$ cat config.mk
export PLATFORM = sky130hd
export DESIGN_NAME = pic_card_regs
export DESIGN_NICKNAME = d
export VERILOG_FILES = /design/src/hdl/pic_pkg.sv /design/src/hdl/pic_card_regs.sv
export VERILOG_INCLUDE_DIRS = /design/src /design/src/hdl
export SDC_FILE = /design/constraint.sdc
export NUM_CORES = 1
export LEC_CHECK = 0
export BUFFER_PORTS_ARGS = -buffer_cell sky130_fd_sc_hd__clkbuf_2
export CORE_MARGIN = 3
export CORE_UTILIZATION = 61
export CTS_BUF_LIST = sky130_fd_sc_hd__clkbuf_16
export DETAILED_ROUTE_END_ITERATION = 7
export GPL_ROUTABILITY_DRIVEN = 0
export PLACE_DENSITY = 0.92
export SLEW_MARGIN = 10
export SYNTH_ARGS = -nofsm -noshare
export SYNTH_HDL_FRONTEND = slang
export SYNTH_SLANG_ARGS = --single-unit
$ cat constraint.sdc
create_clock -name clk_sys -period 5.45 [get_ports clk_sys]
set_input_delay 0.2725 -clock clk_sys [delete_from_list [all_inputs] [get_ports clk_sys]]
set_output_delay 0.2725 -clock clk_sys [all_outputs]
set_load 0.005 [all_outputs]
$ cat src/hdl/pic_cfg.svh
/*
 * register offsets, field positions, patterns and timing counts
 * of the card control register bank.
 * assumes: included by the package only; the design module uses its macros.
 */
`ifndef PIC_CFG_SVH
`define PIC_CFG_SVH
// card level register indices
`define PIC_IDX_READ_PORT   8'h00
`define PIC_IDX_ISO_READ    8'h01
`define PIC_IDX_CARD_CMD    8'h02
`define PIC_IDX_WAKE        8'h03
`define PIC_IDX_RES_BYTE    8'h04
`define PIC_IDX_RES_FLAG    8'h05
`define PIC_IDX_CARD_NUM    8'h06
`define PIC_IDX_DEV_SEL     8'h07
// per logical device indices
`define PIC_IDX_DEV_EN      8'h30
`define PIC_IDX_CHK_CTRL    8'h31
`define PIC_IDX_IO_BASE_HI  8'h60
`define PIC_IDX_IO_BASE_LO  8'h61
// command and field bits
`define PIC_CMD_RESET       0
`define PIC_CMD_KEY_WAIT    1
`define PIC_CMD_CSN_CLR     2
`define PIC_EN_BIT          0
`define PIC_CHK_PAT_BIT     0
`define PIC_CHK_EN_BIT      1
// fixed read port low bits and answer patterns
`define PIC_RP_LOW          2'h3
`define PIC_PAT_ONE         16'h0055
`define PIC_PAT_ZERO        16'h00AA
`define PIC_ISO_ONE         8'h55
`define PIC_ISO_ZERO        8'hAA
`define PIC_ZERO8           8'h00
`define PIC_ZERO16          16'h0000
// resource byte fetch latency in ns and in cycles at 100 MHz
`define PIC_CLK_NS          10
`define PIC_RES_NS          20
`define PIC_RES_CYC         ((`PIC_RES_NS + `PIC_CLK_NS - 1) / `PIC_CLK_NS)
`endif

$ cat src/hdl/pic_pkg.sv
/*
 * types shared by the card control register bank.
 * assumes: pic_cfg.svh sits beside it on the include path.
 */
package pic_pkg;
    `include "pic_cfg.svh"
    // card protocol states
    typedef enum logic [1:0] {
        PIC_WAIT_KEY,
        PIC_SLEEP,
        PIC_ISOLATE,
        PIC_CONFIG
    } pic_state_t;
    // one host access to the index/data pair
    typedef struct packed {
        logic       wr;       // write strobe, one cycle
        logic       rd;       // read strobe, one cycle
        logic       sel_data; // 0 index port, 1 data port
        logic [7:0] wdata;    // write data
    } pic_host_req_t;
endpackage

$ cat src/hdl/pic_card_regs.sv
/*
 * card control and logical device control registers behind an
 * index/data port pair, with per device i/o range check answers.
 * assumes: host strobes come from logic on clk_sys; strap and key
 * detect are pins and pass two flip-flops first.
 */
// What this block does
// - read port write loads address bits 9-2
// - read port register reads have no effect
// - isolation read returns one id bit
// - command register write-only, bits self-clear
// - reset command restores defaults, keeps card number
// - key-wait command enters wait-for-key state
// - number-clear command zeroes card number
// - matching wake leaves sleep to isolate/config
// - wake rewinds the resource byte pointer
// - resource byte read advances the pointer
// - status bit 0 shows resource byte ready
// - card number register readable and writable
// - selector picks the addressed logical device
// - enable and range check hit selected device
// - enable bit 0 activates, bits 7-1 zero
// - range check answers 0055h or 00AAh
// - range check only while device inactive
// - strap low locks pair until key protocol
// - index readback; data port follows index
`timescale 1ns/100ps
module pic_card_regs #(
    parameter int         NUM_DEV   = 4,         // logical devices
    parameter int         RES_LEN   = 8,         // resource bytes
    parameter int         ID_BITS   = 72,        // isolation id length
    parameter logic [71:0] CARD_ID  = 72'h0,     // arbitrary id value
    parameter logic [15:0] IO_SPAN  = 16'h0008   // ports per device
) (
    input  wire logic                  clk_sys,
    input  wire logic                  rst_b,
    input  wire logic                  base_addr_strap_hi, // pin
    input  wire logic                  key_seen,           // pin
    input  wire pic_pkg::pic_host_req_t host_req,
    output logic [7:0]                 host_rdata,
    output logic                       host_rvalid,
    input  wire logic                  io_rd,
    input  wire logic [15:0]           io_addr,
    output logic [15:0]                io_rdata,
    output logic                       io_hit,
    output logic [9:0]                 read_port_addr,
    output logic [NUM_DEV-1:0]         dev_active,
    output pic_pkg::pic_state_t        card_state
);
    import pic_pkg::*;

    // resource bytes, arbitrary contents
    localparam logic [7:0] RES_ROM [RES_LEN] = '{default: 8'h00};
    localparam logic [1:0] RES_CYC = 2'(`PIC_RES_CYC);

    // selector value addresses a real device
    function automatic logic ld_ok(input logic [7:0] sel);
        ld_ok = (32'(sel) < NUM_DEV);
    endfunction

    logic        rst_q1, rst_n;         // reset release pair
    logic        strap_q1, strap_q2;    // strap synchroniser
    logic        key_q1, key_q2;        // key detect synchroniser
    logic        strap_taken;           // strap caught once
    logic        unlocked;              // pair reachable
    logic [7:0]  index_reg;             // index port
    logic [7:0]  card_select_id;        // assigned card number
    logic [7:0]  dev_sel;               // logical device number
    logic [7:0]  rp_bits;               // read port bits 9-2
    logic [2:0]  cmd_pulse;             // one-cycle command actions
    logic [$clog2(RES_LEN)-1:0] res_ptr;   // resource byte pointer
    logic [$clog2(ID_BITS)-1:0] iso_ptr;   // isolation bit pointer
    logic [1:0]  res_wait;              // fetch countdown
    logic        res_ready;             // next byte ready
    logic [7:0]  res_data;              // fetched byte
    logic [NUM_DEV-1:0] dev_en;         // activation bits
    logic [NUM_DEV-1:0] chk_en;         // range check enables
    logic [NUM_DEV-1:0] chk_pat;        // pattern selects
    logic [15:0] io_base [NUM_DEV];     // per device i/o bases
    logic [NUM_DEV-1:0] dev_hit;        // per device range hit

    // access decode
    wire       acc_ok   = unlocked;
    wire       idx_wr   = host_req.wr & ~host_req.sel_data & acc_ok;
    wire       dat_wr   = host_req.wr & host_req.sel_data & acc_ok;
    wire       dat_rd   = host_req.rd & host_req.sel_data & acc_ok;
    wire       in_cfg   = (card_state == PIC_CONFIG);
    wire       sel_ok   = ld_ok(dev_sel);
    wire [1:0] sel_i    = dev_sel[1:0];
    wire       wr_rp    = dat_wr & (index_reg == `PIC_IDX_READ_PORT);
    wire       wr_cmd   = dat_wr & (index_reg == `PIC_IDX_CARD_CMD);
    wire       wr_wake  = dat_wr & (index_reg == `PIC_IDX_WAKE);
    wire       wr_num   = dat_wr & (index_reg == `PIC_IDX_CARD_NUM)
                          & (in_cfg | card_state == PIC_ISOLATE);
    wire       wr_sel   = dat_wr & in_cfg & (index_reg == `PIC_IDX_DEV_SEL);
    wire       wr_dev   = dat_wr & in_cfg & sel_ok;
    wire       rd_iso   = dat_rd & (index_reg == `PIC_IDX_ISO_READ)
                          & (card_state == PIC_ISOLATE);
    wire       rd_res   = dat_rd & (index_reg == `PIC_IDX_RES_BYTE) & res_ready;
    wire       wake_hit = wr_wake & (card_state == PIC_SLEEP)
                          & (host_req.wdata == card_select_id);
    wire       soft_rst = cmd_pulse[`PIC_CMD_RESET];

    // reset release through two flip-flops
    always_ff @(posedge clk_sys or negedge rst_b) begin
        if (!rst_b) begin
            rst_q1 <= 1'b0;
            rst_n  <= 1'b0;
        end else begin
            rst_q1 <= 1'b1;
            rst_n  <= rst_q1;
        end
    end

    // pin synchronisers; first stage read by second only
    // no reset here: the strap has crossed by the time the internal
    // reset lets go, so the first edge after release sees its real level
    always_ff @(posedge clk_sys) begin
        strap_q1 <= base_addr_strap_hi;
        strap_q2 <= strap_q1;
        key_q1   <= key_seen;
        key_q2   <= key_q1;
    end

    // strap caught at release; low strap keeps the pair locked
    always_ff @(posedge clk_sys or negedge rst_n) begin
        if (!rst_n) begin
            strap_taken <= 1'b0;
            unlocked    <= 1'b0;
        end else if (!strap_taken) begin
            strap_taken <= 1'b1;
            unlocked    <= strap_q2;
        end else if (key_q2) begin
            unlocked    <= 1'b1;
        end
    end

    // state machine; a high strap wakes straight into config
    always_ff @(posedge clk_sys or negedge rst_n) begin
        if (!rst_n) begin
            card_state <= PIC_WAIT_KEY;
        end else begin
            case (card_state)
                PIC_WAIT_KEY: begin
                    if (!strap_taken && strap_q2)
                        card_state <= PIC_CONFIG;
                    else if (key_q2)
                        card_state <= PIC_SLEEP;
                end
                PIC_SLEEP: begin
                    if (wake_hit)
                        card_state <= (host_req.wdata == `PIC_ZERO8) ?
                                      PIC_ISOLATE : PIC_CONFIG;
                end
                PIC_ISOLATE, PIC_CONFIG: begin
                    if (wr_wake && !wake_hit)
                        card_state <= PIC_SLEEP;
                end
                default: card_state <= PIC_WAIT_KEY;
            endcase
            if (cmd_pulse[`PIC_CMD_KEY_WAIT])
                card_state <= PIC_WAIT_KEY;
        end
    end

    // command bits live one cycle only; never read back
    always_ff @(posedge clk_sys or negedge rst_n) begin
        if (!rst_n)
            cmd_pulse <= 3'h0;
        else
            cmd_pulse <= wr_cmd ? host_req.wdata[2:0] : 3'h0;
    end

    // index port and card level registers
    always_ff @(posedge clk_sys or negedge rst_n) begin
        if (!rst_n) begin
            index_reg      <= `PIC_ZERO8;
            card_select_id <= `PIC_ZERO8;
            dev_sel        <= `PIC_ZERO8;
            rp_bits        <= `PIC_ZERO8;
        end else begin
            if (idx_wr)
                index_reg <= host_req.wdata;
            if (cmd_pulse[`PIC_CMD_CSN_CLR])
                card_select_id <= `PIC_ZERO8;
            else if (wr_num)
                card_select_id <= host_req.wdata;
            // soft reset keeps the card number
            if (soft_rst) begin
                dev_sel <= `PIC_ZERO8;
                rp_bits <= `PIC_ZERO8;
            end else begin
                if (wr_sel)
                    dev_sel <= host_req.wdata;
                if (wr_rp)
                    rp_bits <= host_req.wdata;
            end
        end
    end
    assign read_port_addr = {rp_bits, `PIC_RP_LOW};

    // resource pointer and ready flag; wake rewinds
    always_ff @(posedge clk_sys or negedge rst_n) begin
        if (!rst_n) begin
            res_ptr   <= '0;
            res_ready <= 1'b0;
            res_wait  <= RES_CYC;
            res_data  <= `PIC_ZERO8;
        end else if (wr_wake) begin
            res_ptr   <= '0;
            res_ready <= 1'b0;
            res_wait  <= RES_CYC;
        end else if (rd_res) begin
            res_ptr   <= res_ptr + 1'b1;
            res_ready <= 1'b0;
            res_wait  <= RES_CYC;
        end else if (!res_ready) begin
            // fetch latency models the serial source
            if (res_wait == 2'h0) begin
                res_data  <= RES_ROM[res_ptr];
                res_ready <= 1'b1;
            end else begin
                res_wait  <= res_wait - 2'h1;
            end
        end
    end

    // isolation pointer walks the id one bit per read
    always_ff @(posedge clk_sys or negedge rst_n) begin
        if (!rst_n)
            iso_ptr <= '0;
        else if (card_state != PIC_ISOLATE)
            iso_ptr <= '0;
        else if (rd_iso && 32'(iso_ptr) < ID_BITS - 1)
            iso_ptr <= iso_ptr + 1'b1;
    end

    // per device control registers and range decode
    genvar g;
    generate
        for (g = 0; g < NUM_DEV; g++) begin : g_dev
            wire here = wr_dev & (32'(sel_i) == g);
            always_ff @(posedge clk_sys or negedge rst_n) begin
                if (!rst_n) begin
                    dev_en[g]  <= 1'b0;
                    chk_en[g]  <= 1'b0;
                    chk_pat[g] <= 1'b0;
                    io_base[g] <= `PIC_ZERO16;
                end else if (soft_rst) begin
                    dev_en[g]  <= 1'b0;
                    chk_en[g]  <= 1'b0;
                    chk_pat[g] <= 1'b0;
                    io_base[g] <= `PIC_ZERO16;
                end else if (here) begin
                    if (index_reg == `PIC_IDX_DEV_EN)
                        dev_en[g] <= host_req.wdata[`PIC_EN_BIT];
                    if (index_reg == `PIC_IDX_CHK_CTRL) begin
                        chk_en[g]  <= host_req.wdata[`PIC_CHK_EN_BIT];
                        chk_pat[g] <= host_req.wdata[`PIC_CHK_PAT_BIT];
                    end
                    if (index_reg == `PIC_IDX_IO_BASE_HI)
                        io_base[g][15:8] <= host_req.wdata;
                    if (index_reg == `PIC_IDX_IO_BASE_LO)
                        io_base[g][7:0] <= host_req.wdata;
                end
            end
            // check only counts while the device is inactive
            assign dev_hit[g] = chk_en[g] & ~dev_en[g]
                                & (io_addr >= io_base[g])
                                & (io_addr - io_base[g] < IO_SPAN);
        end
    endgenerate
    assign dev_active = dev_en;

    // lowest hit device answers the range check read
    logic [15:0] next_io_rdata;
    always_comb begin
        next_io_rdata = `PIC_ZERO16;
        for (int i = NUM_DEV - 1; i >= 0; i--)
            if (dev_hit[i])
                next_io_rdata = chk_pat[i] ? `PIC_PAT_ONE : `PIC_PAT_ZERO;
    end

    always_ff @(posedge clk_sys or negedge rst_n) begin
        if (!rst_n) begin
            io_rdata <= `PIC_ZERO16;
            io_hit   <= 1'b0;
        end else begin
            io_hit   <= io_rd & (|dev_hit);
            io_rdata <= (io_rd & (|dev_hit)) ? next_io_rdata : `PIC_ZERO16;
        end
    end

    // data port read selection; write-only registers read zero
    logic [7:0] next_rdata;
    always_comb begin
        next_rdata = `PIC_ZERO8;
        case (index_reg)
            `PIC_IDX_ISO_READ:
                next_rdata = CARD_ID[iso_ptr] ? `PIC_ISO_ONE : `PIC_ISO_ZERO;
            `PIC_IDX_RES_BYTE: next_rdata = res_data;
            `PIC_IDX_RES_FLAG: next_rdata = {7'h00, res_ready};
            `PIC_IDX_CARD_NUM: next_rdata = card_select_id;
            `PIC_IDX_DEV_SEL:  next_rdata = dev_sel;
            `PIC_IDX_DEV_EN:
                next_rdata = sel_ok ? {7'h00, dev_en[sel_i]} : `PIC_ZERO8;
            `PIC_IDX_CHK_CTRL:
                next_rdata = sel_ok ? {6'h00, chk_en[sel_i], chk_pat[sel_i]}
                                    : `PIC_ZERO8;
            `PIC_IDX_IO_BASE_HI:
                next_rdata = sel_ok ? io_base[sel_i][15:8] : `PIC_ZERO8;
            `PIC_IDX_IO_BASE_LO:
                next_rdata = sel_ok ? io_base[sel_i][7:0] : `PIC_ZERO8;
            default: next_rdata = `PIC_ZERO8;
        endcase
    end

    // read answers one cycle after the strobe
    always_ff @(posedge clk_sys or negedge rst_n) begin
        if (!rst_n) begin
            host_rdata  <= `PIC_ZERO8;
            host_rvalid <= 1'b0;
        end else begin
            host_rvalid <= host_req.rd & acc_ok;
            if (host_req.rd & acc_ok)
                host_rdata <= host_req.sel_data ? next_rdata : index_reg;
        end
    end

    // checks
    property p_rp_load;
        @(posedge clk_sys) disable iff (!rst_n)
        wr_rp && !soft_rst |=> read_port_addr == {$past(host_req.wdata), 2'h3};
    endproperty
    a_rp_load: assert property (p_rp_load) else $error("read port wrong");
    property p_cmd_pulse;
        @(posedge clk_sys) disable iff (!rst_n)
        wr_cmd |=> ##1 (cmd_pulse == 3'h0 || $past(wr_cmd));
    endproperty
    a_cmd_pulse: assert property (p_cmd_pulse) else $error("cmd stuck");
    property p_key_wait;
        @(posedge clk_sys) disable iff (!rst_n)
        wr_cmd && host_req.wdata[1] |=> ##1 card_state == PIC_WAIT_KEY;
    endproperty
    a_key_wait: assert property (p_key_wait) else $error("no key wait");
    property p_csn_clr;
        @(posedge clk_sys) disable iff (!rst_n)
        cmd_pulse[2] |=> card_select_id == 8'h00;
    endproperty
    a_csn_clr: assert property (p_csn_clr) else $error("csn kept");
    property p_wake;
        @(posedge clk_sys) disable iff (!rst_n)
        wake_hit && host_req.wdata != 8'h00 && !cmd_pulse[1]
        |=> card_state == PIC_CONFIG;
    endproperty
    a_wake: assert property (p_wake) else $error("wake missed");
    property p_rewind;
        @(posedge clk_sys) disable iff (!rst_n)
        wr_wake |=> res_ptr == 0 && !res_ready ##[1:4] res_ready;
    endproperty
    a_rewind: assert property (p_rewind) else $error("no rewind");
    property p_ready;
        @(posedge clk_sys) disable iff (!rst_n)
        rd_res && !wr_wake |=> !res_ready && res_ptr == $past(res_ptr) + 1'b1;
    endproperty
    a_ready: assert property (p_ready) else $error("ptr stuck");
    property p_range;
        @(posedge clk_sys) disable iff (!rst_n)
        io_rd && dev_hit[0] |=> io_hit && io_rdata == ($past(chk_pat[0]) ?
                                16'h0055 : 16'h00AA);
    endproperty
    a_range: assert property (p_range) else $error("range answer");
    property p_inactive;
        @(posedge clk_sys) disable iff (!rst_n)
        io_rd && ((chk_en & ~dev_en) == '0) |=> !io_hit;
    endproperty
    a_inactive: assert property (p_inactive) else $error("active hit");
    c_wake_iso: cover property (@(posedge clk_sys) wake_hit && host_req.wdata == 8'h00);
    c_res_read: cover property (@(posedge clk_sys) rd_res);
    c_range:    cover property (@(posedge clk_sys) io_hit);
endmodule // pic_card_regs

# ---- Word-level counts from Yosys, hierarchy flattened
# Memories as Yosys holds them, arrays and structs flattened. A register that Yosys moved wholly into a read port is not among the register bits.
# Index checks and enable logic that the tools add are counted.
dict set report op_classes {
  add_sub_neg 7
  mul 0
  div 0
  order_cmp 13
  n_eq_ne 25
  n_shift 0
  muxes 91
  bitwise 49
  n_reduce_logical 45
}
# cell n
set op_table {}
lappend op_table {{2-to-1 mux 16 bit} 14}
lappend op_table {{2-to-1 mux 8 bit} 17}
lappend op_table {{case mux 8 bit (9 select lines)} 1}
lappend op_table {{>= comparator 16 bit} 4}
lappend op_table {{less-than comparator 16 x 4 -> 1 bit (second input constant)} 4}
lappend op_table {{subtractor 16 bit} 4}
lappend op_table {{2-to-1 mux 1 bit} 39}
lappend op_table {{AND 1 bit} 38}
lappend op_table {{AND reduction 2 bit} 17}
lappend op_table {{binary-select mux 16 bit (select 2 bit)} 1}
lappend op_table {{== test 8 x 3 -> 1 bit (second input constant)} 4}
lappend op_table {{nonzero test 2 bit} 13}
lappend op_table {{2-to-1 mux 2 bit} 10}
lappend op_table {{== test 8 x 2 -> 1 bit (second input constant)} 2}
lappend op_table {{== test 8 x 6 -> 1 bit (second input constant)} 2}
lappend op_table {{== test 8 x 7 -> 1 bit (second input constant)} 2}
lappend op_table {{zero test 8 bit} 2}
lappend op_table {{2-to-1 mux 7 bit} 2}
lappend op_table {{2-to-1 mux 3 bit} 3}
lappend op_table {{!= test 3 bit (second input constant)} 3}
lappend op_table {{== test 2 bit (second input constant)} 4}
lappend op_table {{== test 8 x 1 -> 1 bit (second input constant)} 1}
lappend op_table {{== test 8 bit} 1}
lappend op_table {{less-than comparator 7 x 8 -> 1 bit (second input constant)} 1}
lappend op_table {{24 further kinds} 41}
dict set report totals {
  reg_bits 160
  latch_bits 0
  mem_bits_rw 0
  romBits 192
  input_bits 32
  out_inout_bits 42
  word_cells 274
  memories 2
}
# name depth word_bits rd rd_clocked_by_memory_dff wr line
set memory_table {}
lappend memory_table {{(name not given)} 128 1 1 0 0 pic_card_regs.sv:300} ;# next_rdata = CARD_ID[iso_ptr] ? `PIC_ISO_ONE : `PIC_ISO_ZERO;
lappend memory_table {{(name not given)} 8 8 1 1 0 pic_card_regs.sv:220} ;# res_data <= RES_ROM[res_ptr];

# ---- Depth between registers and ports, before layout
dict set report depth {
  ltp_word 10
  ltp_mapped 12
  ltp_nobuf 11
}

# ---- Least setup slack after synthesis
# No wires, ideal clock.
dict set report synth_path {
  path_kind {flip-flop to flip-flop}
  from {register io_base[53] (netlist bit)}
  to {register io_rdata[5]}
  setup_ps 111
  arrival_ps 3122
  t_required_ps 5339
  path_slack_ps 2217
  path_stages_with_launch 12
  n_path_buf 0
  period_less_slack_ps 3233
  cell_sequence {dfrtp_1 > inv_1 > ha_1 > a211oi_2 > o21bai_1 > o41ai_1 > o21ai_1 > or3_1 > a2111o_1 > nor4_4 > mux2_2 > a2111oi_2}
}
dict set report synth_between {
  elab_chain_cells 6
  word_cells_on_any_way 9
  cone_classes {add/sub: 1; order compare: 2; mux: 2; bitwise: 3; reduce/logical: 1}
}
# item line
set synth_lines {}
lappend synth_lines {{start: declaration} pic_card_regs.sv:79} ;# logic [15:0] io_base [NUM_DEV];
lappend synth_lines {{start signal: indexed assignment} pic_card_regs.sv:248} ;# io_base[g] <= `PIC_ZERO16;
lappend synth_lines {{start signal: indexed assignment} pic_card_regs.sv:253} ;# io_base[g] <= `PIC_ZERO16;
lappend synth_lines {{start signal: indexed assignment} pic_card_regs.sv:262} ;# io_base[g][15:8] <= host_req.wdata;
lappend synth_lines {{subtractor 16 bit / >= comparator 16 bit (equally long branches)} {pic_card_regs.sv:270, pic_card_regs.sv:269}}
lappend synth_lines {{less-than comparator 16 x 4 -> 1 bit / AND 1 bit (equally long branches)} {pic_card_regs.sv:270, pic_card_regs.sv:269}}
lappend synth_lines {{AND 1 bit *} pic_card_regs.sv:270} ;# & (io_addr - io_base[g] < IO_SPAN);
lappend synth_lines {{OR reduction 4 bit} pic_card_regs.sv:290} ;# io_rdata <= (io_rd & (|dev_hit)) ? next_io_rdata : `PIC_ZERO16;
lappend synth_lines {{AND 1 bit} pic_card_regs.sv:290}
lappend synth_lines {{2-to-1 mux 16 bit (no line) *} --}
lappend synth_lines {{end signal: assignment} pic_card_regs.sv:286} ;# io_rdata <= `PIC_ZERO16;
lappend synth_lines {{end signal: assignment} pic_card_regs.sv:290}
lappend synth_lines {{end: declaration} pic_card_regs.sv:44} ;# output logic [15:0] io_rdata,
# Mark *: on every way between the ends. The rest lies on a longest branch, timed or not.
# A chain may end at the register's enable or synchronous reset.

# ---- Worst setup path after layout
dict set report layout_path {
  from {register io_base[51] (netlist bit)}
  to {register io_rdata[5]}
}
# Same word-level chain as after synthesis.

==> flow_metrics.py <==
metrics = {
    "run_status": {
        "outcome": "complete, but fails checks",
        "failed_checks": "design-rule violations",
    },
    "finish": {
        "final_cell_count_no_fill": 1343,
        "area_delta_synth_final_pct": 10.9,
        "drive_gt1_frac": 0.131,
        "fin_nets": 1216,
        "largest_reg_flops": 64,
        "max_flop_register": "io_base",
        "antenna-diode-count": 0,
        "post-route-util": 0.694,
        "stdcell_area_mm2": 0.0106,
    },
    "synth": {
        "ys_async_sr_fraction": 0.971,
        "synth_area_mm2": 0.00955,
        "synth_edf_count": 0,
        "ys_ff_latch": 136,
        "yosys_warnings": 0,
        "synthCells": 1072,
        "ys.flop_type": "dfrtp_1",
        "yosysSeqAreaShare": 0.355,
        "syn_avg_cell_area_um2": 8.91,
        "netlist-cell-type-count": 75,
    },
    "grt": {
        "grt_pass1_vias": 8629,
        "grt_usage": 0.324,
        "grt_max_degree": 87,
        "antenna_found_initial": 0,
        "grt_pass1_wl_um": 44500,
        "gr-total-overflow": 0,
    },
    "clocking": {
        "clock-sinks": 136,
        "cts_tree": "done",
        "clk_pin_slew_ps": 60,
        "cts_buffer_depth": 2,
        "clk_latency_ps": 420,
        "cts_buffers": 17,
        "cts_setup_buffers": 0,
        "cts_max_level": 4,
        "cts_root_buffer": "clkbuf_16",
    },
    "place": {
        "hpwl_um": 20300,
        "placed_cells": 1308,
        "io_buffers": 63,
        "placed_cell_area_mm2": 0.00994,
    },
    "setup_path": {
        "path_max_fanout": 7,
        "crit_path_end_kind": "flip-flop",
        "path_delay_family": "compound AO/OA/AOI/OAI gates",
        "path_cells": "inv_1 > ha_1 > o21ai_0 > a21oi_1 > o21ai_0 > a21oi_1 > a41oi_1 > a2111o_1 > nor4_4 > mux2_2 > a2111oi_2",
        "critPathBufInv": 1,
        "slowest_stage": "a21oi_1",
        "max_stage_delay_ps": 500,
        "arrival_ps": 4090,
        "crit_path_start_kind": "flip-flop",
        "critPathKind": "reg -> reg",
        "required_ps": 5760,
    },
    "drt": {
        "antenna_left": 0,
        "initialDrtViolationCount": 1060,
        "drt-total-wl_um": 27800,
        "wl_met2_um": 12600,
        "wirelength_met1_um": 10300,
        "top_layer": "met4",
        "wl_per_cell_um": 20.7,
        "drt_first_pass_iters": 8,
        "drc": 7,
        "via_per_inst": 6.64,
        "wl_met3_um": 2930,
        "vias": 8917,
    },
    "sta": {
        "maxSlewHeadroom": 0.251,
        "tns_ps": 0,
        "worst_pin_slew_ps": 1120,
        "finalHoldViolCount": 0,
        "finClkSkew_ps": 10.7,
        "finalMaxSlewViolations": 0,
        "period_share": 0.695,
        "rsz0062_at_grt": "false",
        "fmax_ghz": 0.264,
        "hold_ws_ps": 161,
        "finalCriticalPeriod_ps": 3790,
        "setup_viol": 0,
    },
    "floorplan": {
        "die_w_um": 131,
        "row_count": 45,
        "initial_core_util": 0.626,
        "die_height_um": 131,
        "die_area_mm2": 0.0172,
        "ios": 74,
        "coreArea_mm2": 0.0153,
    },
    "job": {
        "maxCapViolations": 0,
    },
    "hold_path": {
        "min_path_type": "in -> async",
    },
    "power_and_ir_drop": {
        "p_leak_nw": 4.57,
        "power_density_mw_per_mm2": 270,
        "ir_drop_uv": 247,
    },
}
## cells in the final DEF, fill, tap and decap left out, drive strengths merged, types with 8 or more instances in the layout
| cell | instances |
|---|---|
| a22oi | 13 |
| mux2 | 11 |
| o21a | 10 |
| mux2i | 38 |
| a21oi | 42 |
| o211ai | 9 |
| ha | 65 |
| nand2 | 106 |
| a21o | 14 |
| a211oi | 9 |
| nor2 | 77 |
| clkbuf | 80 |
| nor4 | 12 |
| o21ai | 129 |
| inv | 94 |
| nand3 | 13 |
| dfrtp | 131 |
| nor2b | 8 |
| mux4 | 19 |
| nand4 | 14 |
| xnor2 | 14 |
| conb | 12 |
| nand2b | 25 |
| nor3 | 21 |
| a22o | 9 |
## power by group
part / switching, W / total (W) / internal, W
clock network: 0.000442 / 0.00120 / 0.000760
registers: 0.0000739 / 0.00115 / 0.00108
logic: 0.000297 / 0.000504 / 0.000207
## layer usage
metal,GRT usage,vias to the layer above
li1,-,3986
met1,0.407,4201
met2,0.506,563
met3,0.0800,167
met4,0.198,0
met5,0,-
## path summary, 6_finish.rpt
check                           slack, ps                             to                     from  cells after the start
worst max-delay path                 1660          io_rdata[5]$_DFF_PN0_  io_base[51]$_DFFE_PN0P_                     11
worst min-delay path                  160                rst_n$_DFF_PN0_                    rst_b                      2
worst max register to register       1660          io_rdata[5]$_DFF_PN0_  io_base[51]$_DFFE_PN0P_                     11
worst min register to register        330                 key_q2$_DFF_P_           key_q1$_DFF_P_                      0
max in group asynchronous            3710          chk_en[0]$_DFFE_PN0P_          rst_n$_DFF_PN0_                      1
min in group clk_sys                  200  card_select_id[2]$_DFFE_PN0P_              host_req[2]                      2
## final cells by class
| class | instances | area [um^2] |
|---|---|---|
| Clock buffer | 17 | 425 |
| Tap cell | 211 | 264 |
| Fill cell | 1131 | 4670 |
| Multi-Input combinational cell | 804 | 5600 |
| Sequential cell | 136 | 3390 |
| Inverter | 89 | 334 |
| Timing Repair Buffer | 71 | 383 |
| Clock inverter | 15 | 186 |
## metrics by stage
| stage | power (W) | setup WS [ps] |
|---|---|---|
| final | 0.00286 | 1660 |
| after global routing | 0.00296 | 1450 |
| after CTS | 0.00284 | 1820 |
| after detailed placement | 0.00165 | 1870 |
| after global placement | 0.00163 | 1970 |
| after floorplan | 0.00150 | 1500 |
## cell usage after synthesis (8+ instances only)
cell	count	area, um^2
nor2_1	77	289
a21oi_1	42	210
o21ai_1	8	40.0
a22o_1	9	78.8
nand2_1	106	398
o211ai_1	9	67.6
clkbuf_1	32	120
mux4_2	19	428
mux2_2	11	124
o21a_1	10	75.1
nor2b_1	8	50.1
buf_4	17	128
nor4_1	11	68.8
nor3_1	20	100
xnor2_1	14	123
nand3_1	13	65.1
a21o_1	14	105
a22oi_1	13	97.6
dfrtp_1	131	3280
mux2i_1	38	380
inv_1	89	334
nand4_1	14	87.6
nand2b_1	25	156
ha_1	65	813
o21ai_0	121	606
a211oi_1	8	60.1
## what timing repair did
action                    CTS  global route
hold endpoints to repair    4             0
resized for setup           0             0
hold buffers                3             0
## kinds of logic after synthesis
group / Yosys count / synth area share
adder cells (fa/ha/maj): 65 / 0.0852
AO/OA/AOI/OAI: 310 / 0.209
AND/OR/NAND/NOR: 328 / 0.171
multiplexers: 68 / 0.0976
XOR/XNOR: 21 / 0.0193
flip-flops: 136 / 0.355
other: 2 / 0.000787
buffers and inverters: 142 / 0.0625
No activity file was read; power rests on OpenSTA's default activity.
